--- src/rtl/ffi_pkg.sv ---
// ************************************************************
// Shared constants of the fault flag and interrupt registers.
// ************************************************************
package ffi_pkg;

	// Bus geometry.
	localparam int unsigned DATA_W = 32;
	localparam int unsigned ADDR_W = 12;

	// Register indices; the byte address is four times the index.
	localparam logic [7:0] IDX_IRQ_EN = 8'h0c;
	localparam logic [7:0] IDX_SUPPLY = 8'h0e;
	localparam logic [7:0] IDX_CONV = 8'h10;
	localparam logic [7:0] IDX_EVENT = 8'h20;
	localparam logic [7:0] IDX_MASK = 8'h21;
	localparam logic [11:0] ADDR_IRQ_EN = {2'h0, IDX_IRQ_EN, 2'h0};
	localparam logic [11:0] ADDR_SUPPLY = {2'h0, IDX_SUPPLY, 2'h0};
	localparam logic [11:0] ADDR_CONV = {2'h0, IDX_CONV, 2'h0};
	localparam logic [11:0] ADDR_EVENT = {2'h0, IDX_EVENT, 2'h0};
	localparam logic [11:0] ADDR_MASK = {2'h0, IDX_MASK, 2'h0};

	// Reset values.
	localparam logic [15:0] RST_IRQ_EN = 16'h00aa;
	localparam logic [15:0] RST_FLAGS = 16'h0000;
	localparam logic [18:0] RST_EVENT = 19'h00000;
	localparam logic [18:0] RST_MASK = 19'h7ffff;
	localparam logic RST_FIELD_EN = 1'b1;

	// Two-bit enable field codes.
	localparam logic [1:0] CODE_RD_OFF = 2'h0;
	localparam logic [1:0] CODE_RD_ON = 2'h2;
	localparam logic [1:0] CODE_WR_OFF = 2'h1;
	localparam logic [1:0] CODE_WR_ON = 2'h3;

	// Enable field positions, in field units of two bits.
	localparam int unsigned NFIELD = 4;
	localparam int unsigned FLD_STRING = 0;
	localparam int unsigned FLD_BADCFG = 1;
	localparam int unsigned FLD_TIMEOUT = 2;
	localparam int unsigned FLD_GLOBAL = 3;

	// Fault numbering: 0..7 supply, 8..15 converter, flag at bit 2n+1.
	localparam int unsigned NFAULT = 16;
	localparam int unsigned NEVT = 19;
	localparam int unsigned SUP_CRC = 7;
	localparam int unsigned SUP_SYNC = 6;
	localparam int unsigned EVT_OVL = 8;
	localparam int unsigned EVT_STRING = 16;
	localparam int unsigned EVT_BADCFG = 17;
	localparam int unsigned EVT_TIMEOUT = 18;

endpackage

--- src/rtl/ffi_top.sv ---
// Register access over APB was decided locally.
`timescale 1ns/1ps
`default_nettype none

// How it works
// - Each enable field reads 0h when disabled and 2h when enabled.
// - Writing 1h to a field disables it, 3h enables it.
// - Enable register at index 0Ch, reset AAh, all fields enabled.
// - Bus timeout interrupt has its own enable field, enabled at reset.
// - Bad string configuration interrupt has an enable field, enabled.
// - String fault enable lives in bits 1-0, enabled at reset.
// - A flag reads 0 with no fault, 1 once a fault is latched.
// - Writing one to flag and its ack together clears flag and pin; for overvolt low only the flag.
// - Supply flags at index 0Eh, eight flag/ack pairs from bit 15.
// - Converter flags at index 10h, eight flag/ack pairs from bit 15.
// - A configuration check error sets bit 15 of supply flags.
// - A missing converter sync sets bit 13 of supply flags.
// - Clearing overvolt low clears only its flag, not the pin.

module ffi_top (
	input wire logic clock,
	input wire logic nrst,
	input wire logic psel,
	input wire logic penable,
	input wire logic pwrite,
	input wire logic [ffi_pkg::ADDR_W-1:0] paddr,
	input wire logic [ffi_pkg::DATA_W-1:0] pwdata,
	output var logic [ffi_pkg::DATA_W-1:0] prdata,
	output var logic pready,
	output var logic pslverr,
	input wire logic config_check_err_det,
	input wire logic sync_missing_det,
	input wire logic pump_fault_det,
	input wire logic pump_cap_missing_det,
	input wire logic input_overcurrent_det,
	input wire logic supply_undervolt_det,
	input wire logic input_overvolt_det,
	input wire logic input_undervolt_det,
	input wire logic thermal_trip_det,
	input wire logic current_set_short_det,
	input wire logic string_res_missing_det,
	input wire logic mode_res_missing_det,
	input wire logic freq_res_missing_det,
	input wire logic converter_overcurrent_det,
	input wire logic converter_overvolt_high_det,
	input wire logic converter_overvolt_low_det,
	input wire logic string_fault_det,
	input wire logic bad_string_cfg_det,
	input wire logic bus_timeout_det,
	output var logic irq
);
	import ffi_pkg::*;

	// ************************************************************
	// Reset release
	// ************************************************************
	logic rst_s1_q;
	logic rst_n;

	// Reset asserts at once and releases two edges later.
	always_ff @(posedge clock or negedge nrst) begin
		if (!nrst) begin
			rst_s1_q <= 1'b0;
			rst_n <= 1'b0;
		end else begin
			rst_s1_q <= 1'b1;
			rst_n <= rst_s1_q;
		end
	end

	// ************************************************************
	// Bus decode
	// ************************************************************
	// Answer, flag, event and mask state, then the decode wires.
	logic pready_q;
	logic pslverr_q;
	logic [DATA_W-1:0] prdata_q;
	logic irq_q;
	logic [NFAULT-1:0] flags_q;
	logic [NEVT-1:0] events_q;
	logic [NEVT-1:0] mask_q;
	wire logic access_ph;
	wire logic done;
	wire logic capture;
	wire logic sel_irq_en;
	wire logic sel_sup;
	wire logic sel_conv;
	wire logic sel_evt;
	wire logic sel_mask;
	wire logic hit;
	wire logic wr_irq_en;
	wire logic wr_sup;
	wire logic wr_conv;
	wire logic wr_mask;
	wire logic rd_evt_done;

	// One wait state: data is captured, then pready shows it.
	assign access_ph = psel & penable;
	assign capture = access_ph & ~pready_q;
	assign done = access_ph & pready_q;
	assign sel_irq_en = paddr == ADDR_IRQ_EN;
	assign sel_sup = paddr == ADDR_SUPPLY;
	assign sel_conv = paddr == ADDR_CONV;
	assign sel_evt = paddr == ADDR_EVENT;
	assign sel_mask = paddr == ADDR_MASK;
	assign hit = sel_irq_en | sel_sup | sel_conv | sel_evt | sel_mask;
	assign wr_irq_en = done & pwrite & sel_irq_en;
	assign wr_sup = done & pwrite & sel_sup;
	assign wr_conv = done & pwrite & sel_conv;
	assign wr_mask = done & pwrite & sel_mask;
	assign rd_evt_done = done & ~pwrite & sel_evt;

	// ************************************************************
	// Interrupt enable fields
	// ************************************************************
	// Field enables and their read codes, two bits per field.
	wire logic [NFIELD-1:0] fld_en;
	wire logic [2*NFIELD-1:0] fld_word;

	// Field j sits at bits 2j+1..2j of the enable register.
	for (genvar j = 0; j < NFIELD; j++) begin : g_field
		ffi_enable_field u_field (
			.clock(clock),
			.rst_n(rst_n),
			.we(wr_irq_en),
			.code(pwdata[2*j +: 2]),
			.en(fld_en[j]),
			.rd_code(fld_word[2*j +: 2])
		);
	end

	// ************************************************************
	// Fault flags and pin events
	// ************************************************************
	// Per-fault acks, next states and the packed read words.
	wire logic [NEVT-1:0] det_all;
	wire logic [NFAULT-1:0] ack;
	wire logic [NFAULT-1:0] flags_d;
	wire logic [NEVT-1:0] pin_ack;
	wire logic [NEVT-1:0] rd_clr;
	wire logic [NEVT-1:0] events_d;
	wire logic [NEVT-1:0] evt_en;
	wire logic [2*NFAULT-1:0] flag_word;
	wire logic irq_d;

	// Detector order matches the flag order from the top bit down.
	assign det_all = {bus_timeout_det, bad_string_cfg_det,
		string_fault_det,
		thermal_trip_det, current_set_short_det,
		string_res_missing_det, mode_res_missing_det,
		freq_res_missing_det, converter_overcurrent_det,
		converter_overvolt_high_det, converter_overvolt_low_det,
		config_check_err_det, sync_missing_det,
		pump_fault_det, pump_cap_missing_det,
		input_overcurrent_det, supply_undervolt_det,
		input_overvolt_det, input_undervolt_det};

	// A detector that is high keeps its flag set, so set beats clear.
	for (genvar i = 0; i < NFAULT; i++) begin : g_fault
		localparam int unsigned P = i % 8;
		assign ack[i] = ((i < 8) ? wr_sup : wr_conv)
			& pwdata[2*P+1] & pwdata[2*P];
		assign flags_d[i] = det_all[i] | (flags_q[i] & ~ack[i]);
		assign pin_ack[i] = (i == EVT_OVL) ? 1'b0 : ack[i];
		assign flag_word[2*i+1] = flags_q[i];
		assign flag_word[2*i] = 1'b0;
	end
	assign pin_ack[NEVT-1:NFAULT] = 3'h0;

	// Read clear drops only what the read returned; later events stay.
	assign rd_clr = rd_evt_done ? prdata_q[NEVT-1:0] : RST_EVENT;
	assign events_d = det_all | (events_q & ~rd_clr & ~pin_ack);

	// String level events pass only with their own enable field.
	assign evt_en = {fld_en[FLD_TIMEOUT], fld_en[FLD_BADCFG],
		fld_en[FLD_STRING], 16'hffff};
	assign irq_d = fld_en[FLD_GLOBAL]
		& (|(events_q & mask_q & evt_en));

	// Flags, events and the interrupt pin.
	always_ff @(posedge clock or negedge rst_n) begin
		if (!rst_n) begin
			flags_q <= RST_FLAGS;
			events_q <= RST_EVENT;
			irq_q <= 1'b0;
		end else begin
			flags_q <= flags_d;
			events_q <= events_d;
			irq_q <= irq_d;
		end
	end

	// Software mask; writes land at the completing edge only.
	always_ff @(posedge clock or negedge rst_n) begin
		if (!rst_n) begin
			mask_q <= RST_MASK;
		end else if (wr_mask) begin
			mask_q <= pwdata[NEVT-1:0];
		end
	end

	// ************************************************************
	// Read data and answer
	// ************************************************************
	wire logic [DATA_W-1:0] rd_word;

	// Unmapped and reserved bits read as zero.
	assign rd_word = sel_irq_en ? {24'h0, fld_word} :
		sel_sup ? {16'h0, flag_word[15:0]} :
		sel_conv ? {16'h0, flag_word[31:16]} :
		sel_evt ? {13'h0, events_q} :
		sel_mask ? {13'h0, mask_q} : 32'h0;

	// Answer registers; read data is taken in the first access cycle.
	always_ff @(posedge clock or negedge rst_n) begin
		if (!rst_n) begin
			pready_q <= 1'b0;
			pslverr_q <= 1'b0;
			prdata_q <= 32'h0;
		end else begin
			pready_q <= capture;
			pslverr_q <= capture & ~hit;
			prdata_q <= (capture & ~pwrite) ? rd_word : 32'h0;
		end
	end

	// Every output is a flop, so nothing combinational leaves the block.
	assign prdata = prdata_q;
	assign pready = pready_q;
	assign pslverr = pslverr_q;
	assign irq = irq_q;
endmodule
`default_nettype wire

--- src/rtl/ffi_enable_field.sv ---
`timescale 1ns/1ps
`default_nettype none

// ************************************************************
// One two-bit interrupt enable field.
// ************************************************************
module ffi_enable_field (
	input wire logic clock,
	input wire logic rst_n,
	input wire logic we,
	input wire logic [1:0] code,
	output var logic en,
	output var logic [1:0] rd_code
);
	import ffi_pkg::*;

	logic en_q;
	logic en_d;

	// Only the two write codes move the state; other codes leave it.
	assign en_d = (we && code == CODE_WR_ON) ? 1'b1 :
		(we && code == CODE_WR_OFF) ? 1'b0 : en_q;

	// The enable state, on at reset.
	always_ff @(posedge clock or negedge rst_n) begin
		if (!rst_n) begin
			en_q <= RST_FIELD_EN;
		end else begin
			en_q <= en_d;
		end
	end

	// Read back is one of two codes only.
	assign en = en_q;
	assign rd_code = en_q ? CODE_RD_ON : CODE_RD_OFF;
endmodule
`default_nettype wire

--- config.mk ---
export PLATFORM = sky130hd
export DESIGN_NAME = ffi_top
export DESIGN_NICKNAME = d
export VERILOG_FILES = /design/src/rtl/ffi_pkg.sv /design/src/rtl/ffi_top.sv /design/src/rtl/ffi_enable_field.sv
export SDC_FILE = /design/constraint.sdc
export NUM_CORES = 1
export LEC_CHECK = 0
export ABC_CLOCK_PERIOD_IN_PS = 6450
export BUFFER_PORTS_ARGS = -buffer_cell sky130_fd_sc_hd__buf_2
export CORE_MARGIN = 3
export CORE_UTILIZATION = 59
export CTS_BUF_LIST = sky130_fd_sc_hd__clkbuf_4 sky130_fd_sc_hd__clkbuf_8
export DETAILED_ROUTE_END_ITERATION = 8
export GPL_ROUTABILITY_DRIVEN = 0
export PLACE_DENSITY_LB_ADDON = 0.3
export SLEW_MARGIN = 10
export SYNTH_ARGS = -nofsm -noshare
export SYNTH_HDL_FRONTEND = slang
export SYNTH_SLANG_ARGS = --single-unit
export TNS_END_PERCENT = 100
--- constraint.sdc ---
create_clock -name clock -period 6.45 [get_ports clock]
set_input_delay 0.645 -clock clock [delete_from_list [all_inputs] [get_ports clock]]
set_output_delay 0.645 -clock clock [all_outputs]
set_load 0.02 [all_outputs]
# ---- After elaboration in Yosys (flattened, before gate mapping)
# Cells that the tools add are included.
dict set report op_classes {
  n_eq_ne 13
  n_mux 19
  bitwise 107
  reduce_logical 13
}
# operator n
set ops {}
lappend ops {{2-to-1 mux 19 bit} 7}
lappend ops {{AND 19 bit} 4}
lappend ops {{AND 1 bit} 61}
lappend ops {{== test 12 x 6 -> 1 bit, second input constant} 2}
lappend ops {{== test 12 x 8 -> 1 bit, second input constant} 2}
lappend ops {{bitwise OR 1 bit} 20}
lappend ops {{NOT 1 bit} 19}
lappend ops {{NOT 16 -> 19 bit} 1}
lappend ops {{NOT 19 bit} 1}
lappend ops {{bitwise OR 19 bit} 1}
lappend ops {{OR reduction 19 bit} 1}
lappend ops {{== test 12 x 7 -> 1 bit, second input constant} 1}
lappend ops {{== test 2 x 1 -> 1 bit, second input constant} 4}
lappend ops {{== test 2 bit, second input constant} 4}
lappend ops {{logical AND 1 bit} 8}
lappend ops {{2-to-1 mux 1 bit} 8}
lappend ops {{2-to-1 mux 2 bit} 4}
lappend ops {{nonzero test 2 bit} 4}
dict set report word_totals {
  ff_bits 95
  inputBits 68
  out_inout_bits 35
  wordCells 165
}

# ---- Logic depth before layout (Yosys ltp)
# Gate-level depths: netlist (run 1).
dict set report depth {
  depth_word 9
  ltp_mapped 8
  ltp_nobuf 4
}

# ---- Hierarchy
# A second synthesis (run 1) with hierarchy kept.
dict set report hier_totals {
  hier_cells 352
  area_unflattened_um2 4006.3
}
# mod n_inst cells_each area_per_inst_um2 seq_area_each_um2
set modules_own_cells {}
lappend modules_own_cells {ffi_top 1 328 3751.1 1975.6}
lappend modules_own_cells {ffi_enable_field 4 6 63.8 26.3}

# ---- Least setup slack after synthesis (run 1)
# No wires, ideal clock.
dict set report synth_path {
  kind {input to register}
  startpoint {in paddr[9] in the netlist's numbering}
  endpoint {reg mask_q[10]}
  setup_time_ps 85
  arrival_time_ps 2355
  t_required_ps 6365
  slack_ps 4010
  path_stages 7
  path_buffers 3
  path_cell_list {or4_4 buf_6 nor4_4 and2b_1 buf_4 buf_8 mux2_1}
}
dict set report synth_via {
  elab_chain_len 2
}
# item line
set synth_lines {}
lappend synth_lines {{start, declared} ffi_top.sv:26} ;# input wire logic [ffi_pkg::ADDR_W-1:0] paddr,
lappend synth_lines {{== test 12 x 8 -> 1 bit} ffi_top.sv:105} ;# assign sel_mask = paddr == ADDR_MASK;
lappend synth_lines {{AND 1 bit} ffi_top.sv:110} ;# assign wr_mask = done & pwrite & sel_mask;
lappend synth_lines {{end signal, assigned} ffi_top.sv:198} ;# mask_q <= pwdata[NEVT-1:0];
lappend synth_lines {{end, declared} ffi_top.sv:81} ;# logic [NEVT-1:0] mask_q;
# Every way passes these cells.
# A chain may end at the register's enable or synchronous reset.

# ---- Worst setup path in the final report (run 1)
dict set report layout_path {
  startpoint {in paddr[9] in the netlist's numbering}
  endpoint {reg mask_q[6]}
}
# The elaborated chain is that of the path after synthesis.

==> impl_metrics.env, run 1 <==
export IMPL_status="finished clean"
export IMPL_synth_edf_count=0
export IMPL_fillers=448
export IMPL_dieArea_um2=7490
export IMPL_cts_tree="built"
export IMPL_avgSynthCellArea_um2=11.9
export IMPL_wl_per_cell_um=19.9
export IMPL_design_area_um2=4450
export IMPL_clock_sinks=82
export IMPL_fin_hold_ws_ps=55.0
export IMPL_tightest_slew_ps=1080
export IMPL_power_density_nw_per_um2=232
export IMPL_drtPass1Iterations=4
export IMPL_rsz0062_at_grt="no"
export IMPL_postPlaceCellArea_um2=4210
export IMPL_cts_buffer_depth=2
export IMPL_period_needed_ps=3180
export IMPL_critPathArrivalTime_ps=3460
export IMPL_grt_pass1_wl_mm=15.0
export IMPL_numCtsBuffers=9
export IMPL_die_w_um=86.5
export IMPL_cts_root_buf="clkbuf_8"
export IMPL_antenna_found_initial=0
export IMPL_track_usage_pct=26.7
export IMPL_slew_headroom_pct=27.5
export IMPL_clk_insertion_delay_late_ps=350
export IMPL_area_delta_synth_final_pct=16.2
export IMPL_crit_type="in2reg"
export IMPL_vias=3029
export IMPL_cp_slowest_cell="and2b_1"
export IMPL_critPathMaxFanout=19
export IMPL_cp_required_ps=6730
export IMPL_regArea_um2=2080
export IMPL_grt_max_degree=81
export IMPL_fin_setup_tns_ps=0
export IMPL_drv_cap=0
export IMPL_synth_top_area_share_pct=38.6
export IMPL_crit_path_start_kind="primary input"
export IMPL_synth_distinct_cells=51
export IMPL_yosys_warnings=0
export IMPL_slew_viol_final=0
export IMPL_num_nets_final=462
export IMPL_ys_seq_area_share_pct=54.4
export IMPL_viasPerCell=6.39
export IMPL_synthTopCellsByArea="dfrtp_1 (39%), dfstp_2 (16%), nand3_1 (5.4%)"
export IMPL_finClkSkew_ps=5.68
export IMPL_die_height_um=86.5
export IMPL_drive_above_1_share_pct=40.4
export IMPL_drt_initial_drc_count=336
export IMPL_hp_class="in2async"
export IMPL_coreArea_um2=6100
export IMPL_cts_setup_buffers=0
export IMPL_cp_end_kind="flip-flop"
export IMPL_setup_viol=0
export IMPL_async_flop_share_pct=100
export IMPL_synth_cells=321
export IMPL_yosysTopAreaCell="dfrtp_1"
export IMPL_hpwl_mm=6.49
export IMPL_mostFrequentLayoutCell="buf_2"
export IMPL_netlist_area_um2=3830
export IMPL_layout_common_cells="buf_2 (76), dfrtp_1 (58), nand3_1 (41)"
export IMPL_wl_mm=9.43
export IMPL_multiInputGateArea_um2=1620
export IMPL_fin_crit_sh_pct=49.2
export IMPL_ant_nets=0
export IMPL_cp_cell_sequence="buf_2 > or4_4 > nor4_4 > and2b_1 > mux2_2"
export IMPL_placed_cells=458
export IMPL_ctsResizeCount=0
export IMPL_path_clk_slew_ps=80
export IMPL_p_leak_nw=1.81
export IMPL_ys_dominant_reg_cell="dfrtp_1"
export IMPL_h_tree_depth=3
export IMPL_ys_seq_elements=82
export IMPL_initial_core_util_pct=62.8
export IMPL_peakVddDrop_mv=0.161
export IMPL_cts_hold_buf=0
export IMPL_stdcell_count=474
export IMPL_grt_ovfl_total=0
export IMPL_max_stage_delay_ps=860
export IMPL_num_io_pins=103
export IMPL_port_buffers=76
export IMPL_reg2reg_depth=3
export IMPL_drc_errors=0
export IMPL_row_count=28
export IMPL_hold_viol=0
export IMPL_diodes=0
export IMPL_timing_fmax_ghz=0.315
export IMPL_first_global_vias=2968
-- area by class of cell --
type	count	area share [%]
sequential	82	46.9
multi-input combinational	221	36.5
timing repair buffer	79	9.06
clock buffer	11	3.12
clock inverter	5	2.31
tap	75	2.11
inverter	1	0.0844
-- Yosys cell counts (all sizes together) (3+ instances only) --
cell type	instances
nand2	6
a21oi	8
or4b	3
a22oi	15
nand3	41
o32ai	4
dfrtp	59
o2bb2ai	4
a32o	4
dfstp	23
nor4	9
mux2i	4
a21o	20
a31o	15
mux2	24
nor2	17
or2	6
or3	3
clkbuf	5
a2bb2oi	4
buf	24
-- logic make-up (layout without fill, tap and decap cells) --
group | count (synthesis) | count (layout) | synth area share [%]
simple gates | 97 | 97 | 15.4
other cells | 2 | 14 | 0.196
flops | 82 | 82 | 54.4
buf+inv | 30 | 96 | 5.00
compound gates | 82 | 82 | 17.0
mux | 28 | 28 | 8.11
-- flip-flops by register name, indices dropped and copies added, names as in the netlist --
register,flops
pready,1
rst_n,1
prdata,19
irq,1
flags_q,16
rst_s1_q,1
g_field.u_field.en,4
pslverr,1
events_q,19
mask_q,19
-- metrics by stage --
step	power, mW	setup WS (ps)	utilization (%)
finish	1.03	3270	73.0
global route	1.06	3230	73.0
CTS	1.03	3290	73.0
detailed placement	0.588	2930	69.0
global placement	0.587	2920	69.0
floorplan	0.563	4010	-
-- worst max-delay path, delay by kind of cell --
family                 cells  cell delay [ps]
muxes                      1              420
and+or+nand+nor            3             2290
buffers and inverters      1              100
-- worst paths after layout --
| path | from | slack, ps | endpoint |
|---|---|---|---|
| setup / recovery | paddr[9] | 3270 | mask_q[6] |
| hold / removal | nrst | 50 | rst_n |
| setup reg to reg | pready | 4290 | mask_q[6] |
| hold reg to reg | rst_s1_q | 360 | rst_n |
| max in group asynchronous | rst_n | 5310 | prdata[0] |
| min in group clock | rst_s1_q | 360 | rst_n |
-- per-layer routing --
metal | GRT usage (%) | vias up | share of wire [%]
met1 | 36.7 | 1536 | 43
met4 | 11.6 | 0 | 1.5
met3 | 6.37 | 15 | 7.5
li1 | - | 1339 | -
met2 | 40.8 | 139 | 48
met5 | 0 | - | 0
-- report_power, final --
group	internal [mW]	switching [mW]	leakage, nW	total [mW]
registers	0.516	0.00967	0.871	0.525
logic	0.0203	0.0333	0.823	0.0537
clock network	0.265	0.186	0.120	0.451
Note: power is estimated with default switching activity, not from simulation.
==> inputs of run 2 (changes only) <==
- ABC_CLOCK_PERIOD_IN_PS: 6450 -> 3000
- CORE_UTILIZATION: 59 -> 54
- clock period: 6.45 -> 3 ns (I/O delays scaled with it)
==> impl_metrics.env, run 2 (synthesis results as in run 1) <==
export IMPL_status="finished clean"
export IMPL_rsz0062_at_grt="no"
export IMPL_tightest_slew_ps=1000
export IMPL_postPlaceCellArea_um2=4270
export IMPL_setup_viol=0
export IMPL_port_buffers=76
export IMPL_drv_cap=0
export IMPL_hold_viol=0
export IMPL_slew_viol_final=0
export IMPL_peakVddDrop_mv=0.485
export IMPL_period_needed_ps=2120
export IMPL_stdcell_count=501
export IMPL_area_delta_synth_final_pct=18.3
export IMPL_hp_class="in2reg"
export IMPL_crit_path_start_kind="flip-flop"
export IMPL_drc_errors=0
export IMPL_cts_root_buf="clkbuf_8"
export IMPL_timing_fmax_ghz=0.472
export IMPL_critPathMaxFanout=8
export IMPL_cp_end_kind="flip-flop"
export IMPL_crit_type="reg2reg"
export IMPL_slew_headroom_pct=33.2
export IMPL_fillers=558
export IMPL_max_stage_delay_ps=760
export IMPL_path_clk_slew_ps=80
export IMPL_initial_core_util_pct=56.0
export IMPL_grt_ovfl_total=0
export IMPL_cp_required_ps=3240
export IMPL_cp_slowest_cell="nor4_4"
export IMPL_track_usage_pct=24.8
export IMPL_drive_above_1_share_pct=41.0
export IMPL_clock_sinks=82
export IMPL_regArea_um2=2080
export IMPL_p_leak_nw=1.85
export IMPL_mostFrequentLayoutCell="buf_2"
export IMPL_dieArea_um2=8130
export IMPL_cts_buffer_depth=2
export IMPL_row_count=30
export IMPL_wl_mm=9.78
export IMPL_highest_layer="met4"
export IMPL_cts_tree="built"
export IMPL_fin_crit_sh_pct=70.6
export IMPL_grt_max_degree=81
export IMPL_num_io_pins=103
export IMPL_vias=3007
export IMPL_fin_setup_tns_ps=0
export IMPL_die_height_um=90.2
export IMPL_hpwl_mm=6.53
export IMPL_clk_insertion_delay_late_ps=350
export IMPL_cts_setup_buffers=0
export IMPL_placed_cells=484
export IMPL_drtPass1Iterations=4
export IMPL_finClkSkew_ps=10.5
export IMPL_numCtsBuffers=9
export IMPL_grt_pass1_wl_mm=15.8
export IMPL_diodes=0
export IMPL_multiInputGateArea_um2=1620
export IMPL_ant_nets=0
export IMPL_coreArea_um2=6830
export IMPL_met3WireLength_um=682
export IMPL_first_global_vias=3093
export IMPL_drt_initial_drc_count=204
export IMPL_die_w_um=90.2
export IMPL_wl_met2_mm=4.66
export IMPL_viasPerCell=6.00
export IMPL_cp_cell_sequence="nand4_1 > nor4_4 > nand3_1 > a31o_2"
export IMPL_power_density_nw_per_um2=492
export IMPL_design_area_um2=4530
export IMPL_wl_per_cell_um=19.5
export IMPL_antenna_found_initial=0
export IMPL_h_tree_depth=3
export IMPL_layout_common_cells="buf_2 (76), dfrtp_1 (58), nand3_1 (41)"
export IMPL_critPathArrivalTime_ps=2360
export IMPL_num_nets_final=468
export IMPL_m1WireLength_mm=4.20
[run 2: worst paths after layout]
check | start | end | slack (ps) | cells after the start
min | bus_timeout_det | events_q[18] | 130 | 2
max | pready | events_q[2] | 880 | 4
max reg2reg | pready | events_q[2] | 880 | 4
min in group asynchronous | nrst | rst_n | 250 | 2
min reg2reg | rst_s1_q | rst_n | 350 | 0
max in group asynchronous | rst_n | flags_q[1] | 1840 | 0
[run 2: where the power goes]
group	total, mW	switching [mW]	internal [mW]
Combinational	0.119	0.0740	0.0452
Clock	0.981	0.421	0.560
Sequential	1.13	0.0209	1.11
[run 2: area by class of cell]
cell class	count	area share, %
multi-input combinational	221	35.8
sequential	82	46.0
clock inverter	7	2.74
clock buffer	9	2.74
inverter	1	0.0829
tap	96	2.65
timing repair buffer	85	9.95
[run 2: through the flow]
stage / utilization, % / hold slack (ps) / power (mW) / worst slack (ps)
CTS: 66.3 / 117 / 2.24 / 917
finish: 66.3 / 129 / 2.23 / 882
global route: 66.3 / 126 / 2.31 / 780
detailed placement: 62.5 / 86.4 / 1.27 / 623
floorplan: - / 4.41 / 1.21 / 587
global placement: 62.5 / 84.9 / 1.27 / 662
[run 2: metal layers]
layer | global-route usage, % | vias up
met1 | 33.4 | 1496
li1 | - | 1351
met2 | 38.8 | 137
met5 | 0 | -
met4 | 11.9 | 0
met3 | 4.94 | 23
[run 2: critical path, delay by kind of cell (launching register included)]
kind | cells | cell delay (ps)
compound gates | 1 | 290
flops | 1 | 420
simple gates | 3 | 1300
[run 2: timing repair]
action	CTS	global route
hold buffers	1	0
endpoints found under the hold margin	2	0
resized for setup	0	0
==> inputs of run 3 (changes only) <==
- ABC_CLOCK_PERIOD_IN_PS: 3000 -> 2070
- clock period: 3 -> 2.07 ns (I/O delays scaled with it)
==> impl_metrics.env, run 3 (synthesis results as in run 1) <==
export IMPL_status="finished clean"
export IMPL_hp_class="in2reg"
export IMPL_row_count=30
export IMPL_cp_required_ps=2350
export IMPL_numCtsBuffers=9
export IMPL_wl_mm=9.96
export IMPL_cts_buffer_depth=2
export IMPL_layout_common_cells="buf_2 (76), dfrtp_1 (58), nand3_1 (41)"
export IMPL_design_area_um2=4660
export IMPL_grt_max_degree=43
export IMPL_max_stage_delay_ps=530
export IMPL_power_density_nw_per_um2=674
export IMPL_area_delta_synth_final_pct=21.8
export IMPL_hpwl_mm=7.14
export IMPL_mostFrequentLayoutCell="buf_2"
export IMPL_drt_initial_drc_count=243
export IMPL_rsz0062_at_grt="no"
export IMPL_p_leak_nw=1.93
export IMPL_drv_cap=0
export IMPL_ant_nets=0
export IMPL_path_clk_slew_ps=80
export IMPL_critical_path_buf_inv_count=0
export IMPL_finClkSkew_ps=12.8
export IMPL_viasPerCell=6.00
export IMPL_drive_above_1_share_pct=43.4
export IMPL_num_io_pins=103
export IMPL_fin_setup_tns_ps=0
export IMPL_crit_path_start_kind="flip-flop"
export IMPL_clock_sinks=82
export IMPL_drc_errors=0
export IMPL_crit_type="reg2reg"
export IMPL_h_tree_depth=3
export IMPL_reg2reg_depth=4
export IMPL_setup_viol=0
export IMPL_critPathMaxFanout=6
export IMPL_dieArea_um2=8130
export IMPL_hp_start="bus_timeout_det"
export IMPL_cp_slowest_cell="or4b_4"
export IMPL_fin_crit_sh_pct=90.4
export IMPL_slew_viol_final=0
export IMPL_holdPathStages=2
export IMPL_port_buffers=76
export IMPL_postPlaceCellArea_um2=4420
export IMPL_grt_ovfl_total=0
export IMPL_die_height_um=90.2
export IMPL_num_nets_final=485
export IMPL_wl_per_cell_um=19.2
export IMPL_cts_root_buf="clkbuf_8"
export IMPL_drtPass1Iterations=5
export IMPL_period_needed_ps=1870
export IMPL_die_w_um=90.2
export IMPL_cp_end_kind="flip-flop"
export IMPL_r2r_start="pready"
export IMPL_track_usage_pct=25.8
export IMPL_tightest_slew_ps=665
export IMPL_vias=3107
export IMPL_critPathArrivalTime_ps=2150
export IMPL_grt_pass1_wl_mm=16.3
export IMPL_r2r_slack_ps=200
export IMPL_hold_viol=0
export IMPL_initial_core_util_pct=56.0
export IMPL_fillers=551
export IMPL_whs_endpoint="events_q[18]"
export IMPL_slew_headroom_pct=55.6
export IMPL_crit_family="simple AND/OR/NAND/NOR gates"
export IMPL_antenna_found_initial=0
export IMPL_timing_fmax_ghz=0.534
export IMPL_peakVddDrop_mv=0.578
export IMPL_cts_tree="built"
export IMPL_coreArea_um2=6830
export IMPL_cts_setup_buffers=0
export IMPL_clk_insertion_delay_late_ps=360
export IMPL_reg2reg_to="prdata[9]"
export IMPL_cp_cell_sequence="nor4bb_1 > or4b_4 > nor2_2 > a32o_1"
export IMPL_diodes=0
export IMPL_first_global_vias=3159
export IMPL_fin_hold_ws_ps=26.7
-- run 3: worst max-delay path by stage --
stage	start	to	cells after the start
final	pready	prdata[9]	4
after global routing	pready	events_q[3]	5
after CTS	pready	prdata[9]	4
after detailed placement	paddr[9]	prdata[9]	6
after global placement	paddr[9]	prdata[9]	6
after floorplan	paddr[9]	mask_q[10]	7
-- run 3: metrics by stage --
| stage | setup WS (ps) | power, mW | utilization [%] | instances |
|---|---|---|---|---|
| 2_1_floorplan | 68.0 | 1.76 | - | 333 |
| 3_3_place_gp | -12.4 | 1.85 | 64.7 | 501 |
| 3_5_place_dp | -27.3 | 1.85 | 64.7 | 501 |
| 4_1_cts | 245 | 3.16 | 68.2 | 518 |
| 5_1_grt | 121 | 3.26 | 68.2 | 518 |
| 6_report | 198 | 3.14 | 68.2 | 518 |
-- run 3: power by group --
part | total, mW | internal, mW | leakage [nW] | switching (mW)
Sequential | 1.63 | 1.61 | 0.871 | 0.0175
Clock | 1.32 | 0.742 | 0.114 | 0.575
Combinational | 0.200 | 0.0771 | 0.942 | 0.123
Total | 3.14 | 2.43 | 1.93 | 0.715
-- run 3: repair_timing --
item | 4_1_cts | 5_1_grt
hold buffers | 1 | 0
gates resized for setup | 0 | 0
hold endpoints to repair | 2 | 0
-- run 3: area by class of cell --
class | count | area, um2 | share of cell area, %
Tap cell | 96 | 120 | 2.58
Timing Repair Buffer | 102 | 603 | 12.9
Inverter | 1 | 3.75 | 0.0805
Multi-Input combinational cell | 221 | 1620 | 34.8
Clock inverter | 4 | 76.3 | 1.64
Sequential cell | 82 | 2080 | 44.7
Clock buffer | 12 | 153 | 3.27
-- run 3: layer usage --
| metal | wire [um] | share of wire, % | GRT usage, % | vias to the layer above |
|---|---|---|---|---|
| li1 | - | - | - | 1382 |
| met1 | 4020 | 40 | 32.9 | 1542 |
| met2 | 4870 | 49 | 42.0 | 157 |
| met3 | 800 | 8.0 | 5.69 | 26 |
| met4 | 272 | 2.7 | 12.5 | 0 |
| met5 | 0 | 0 | 0 | - |
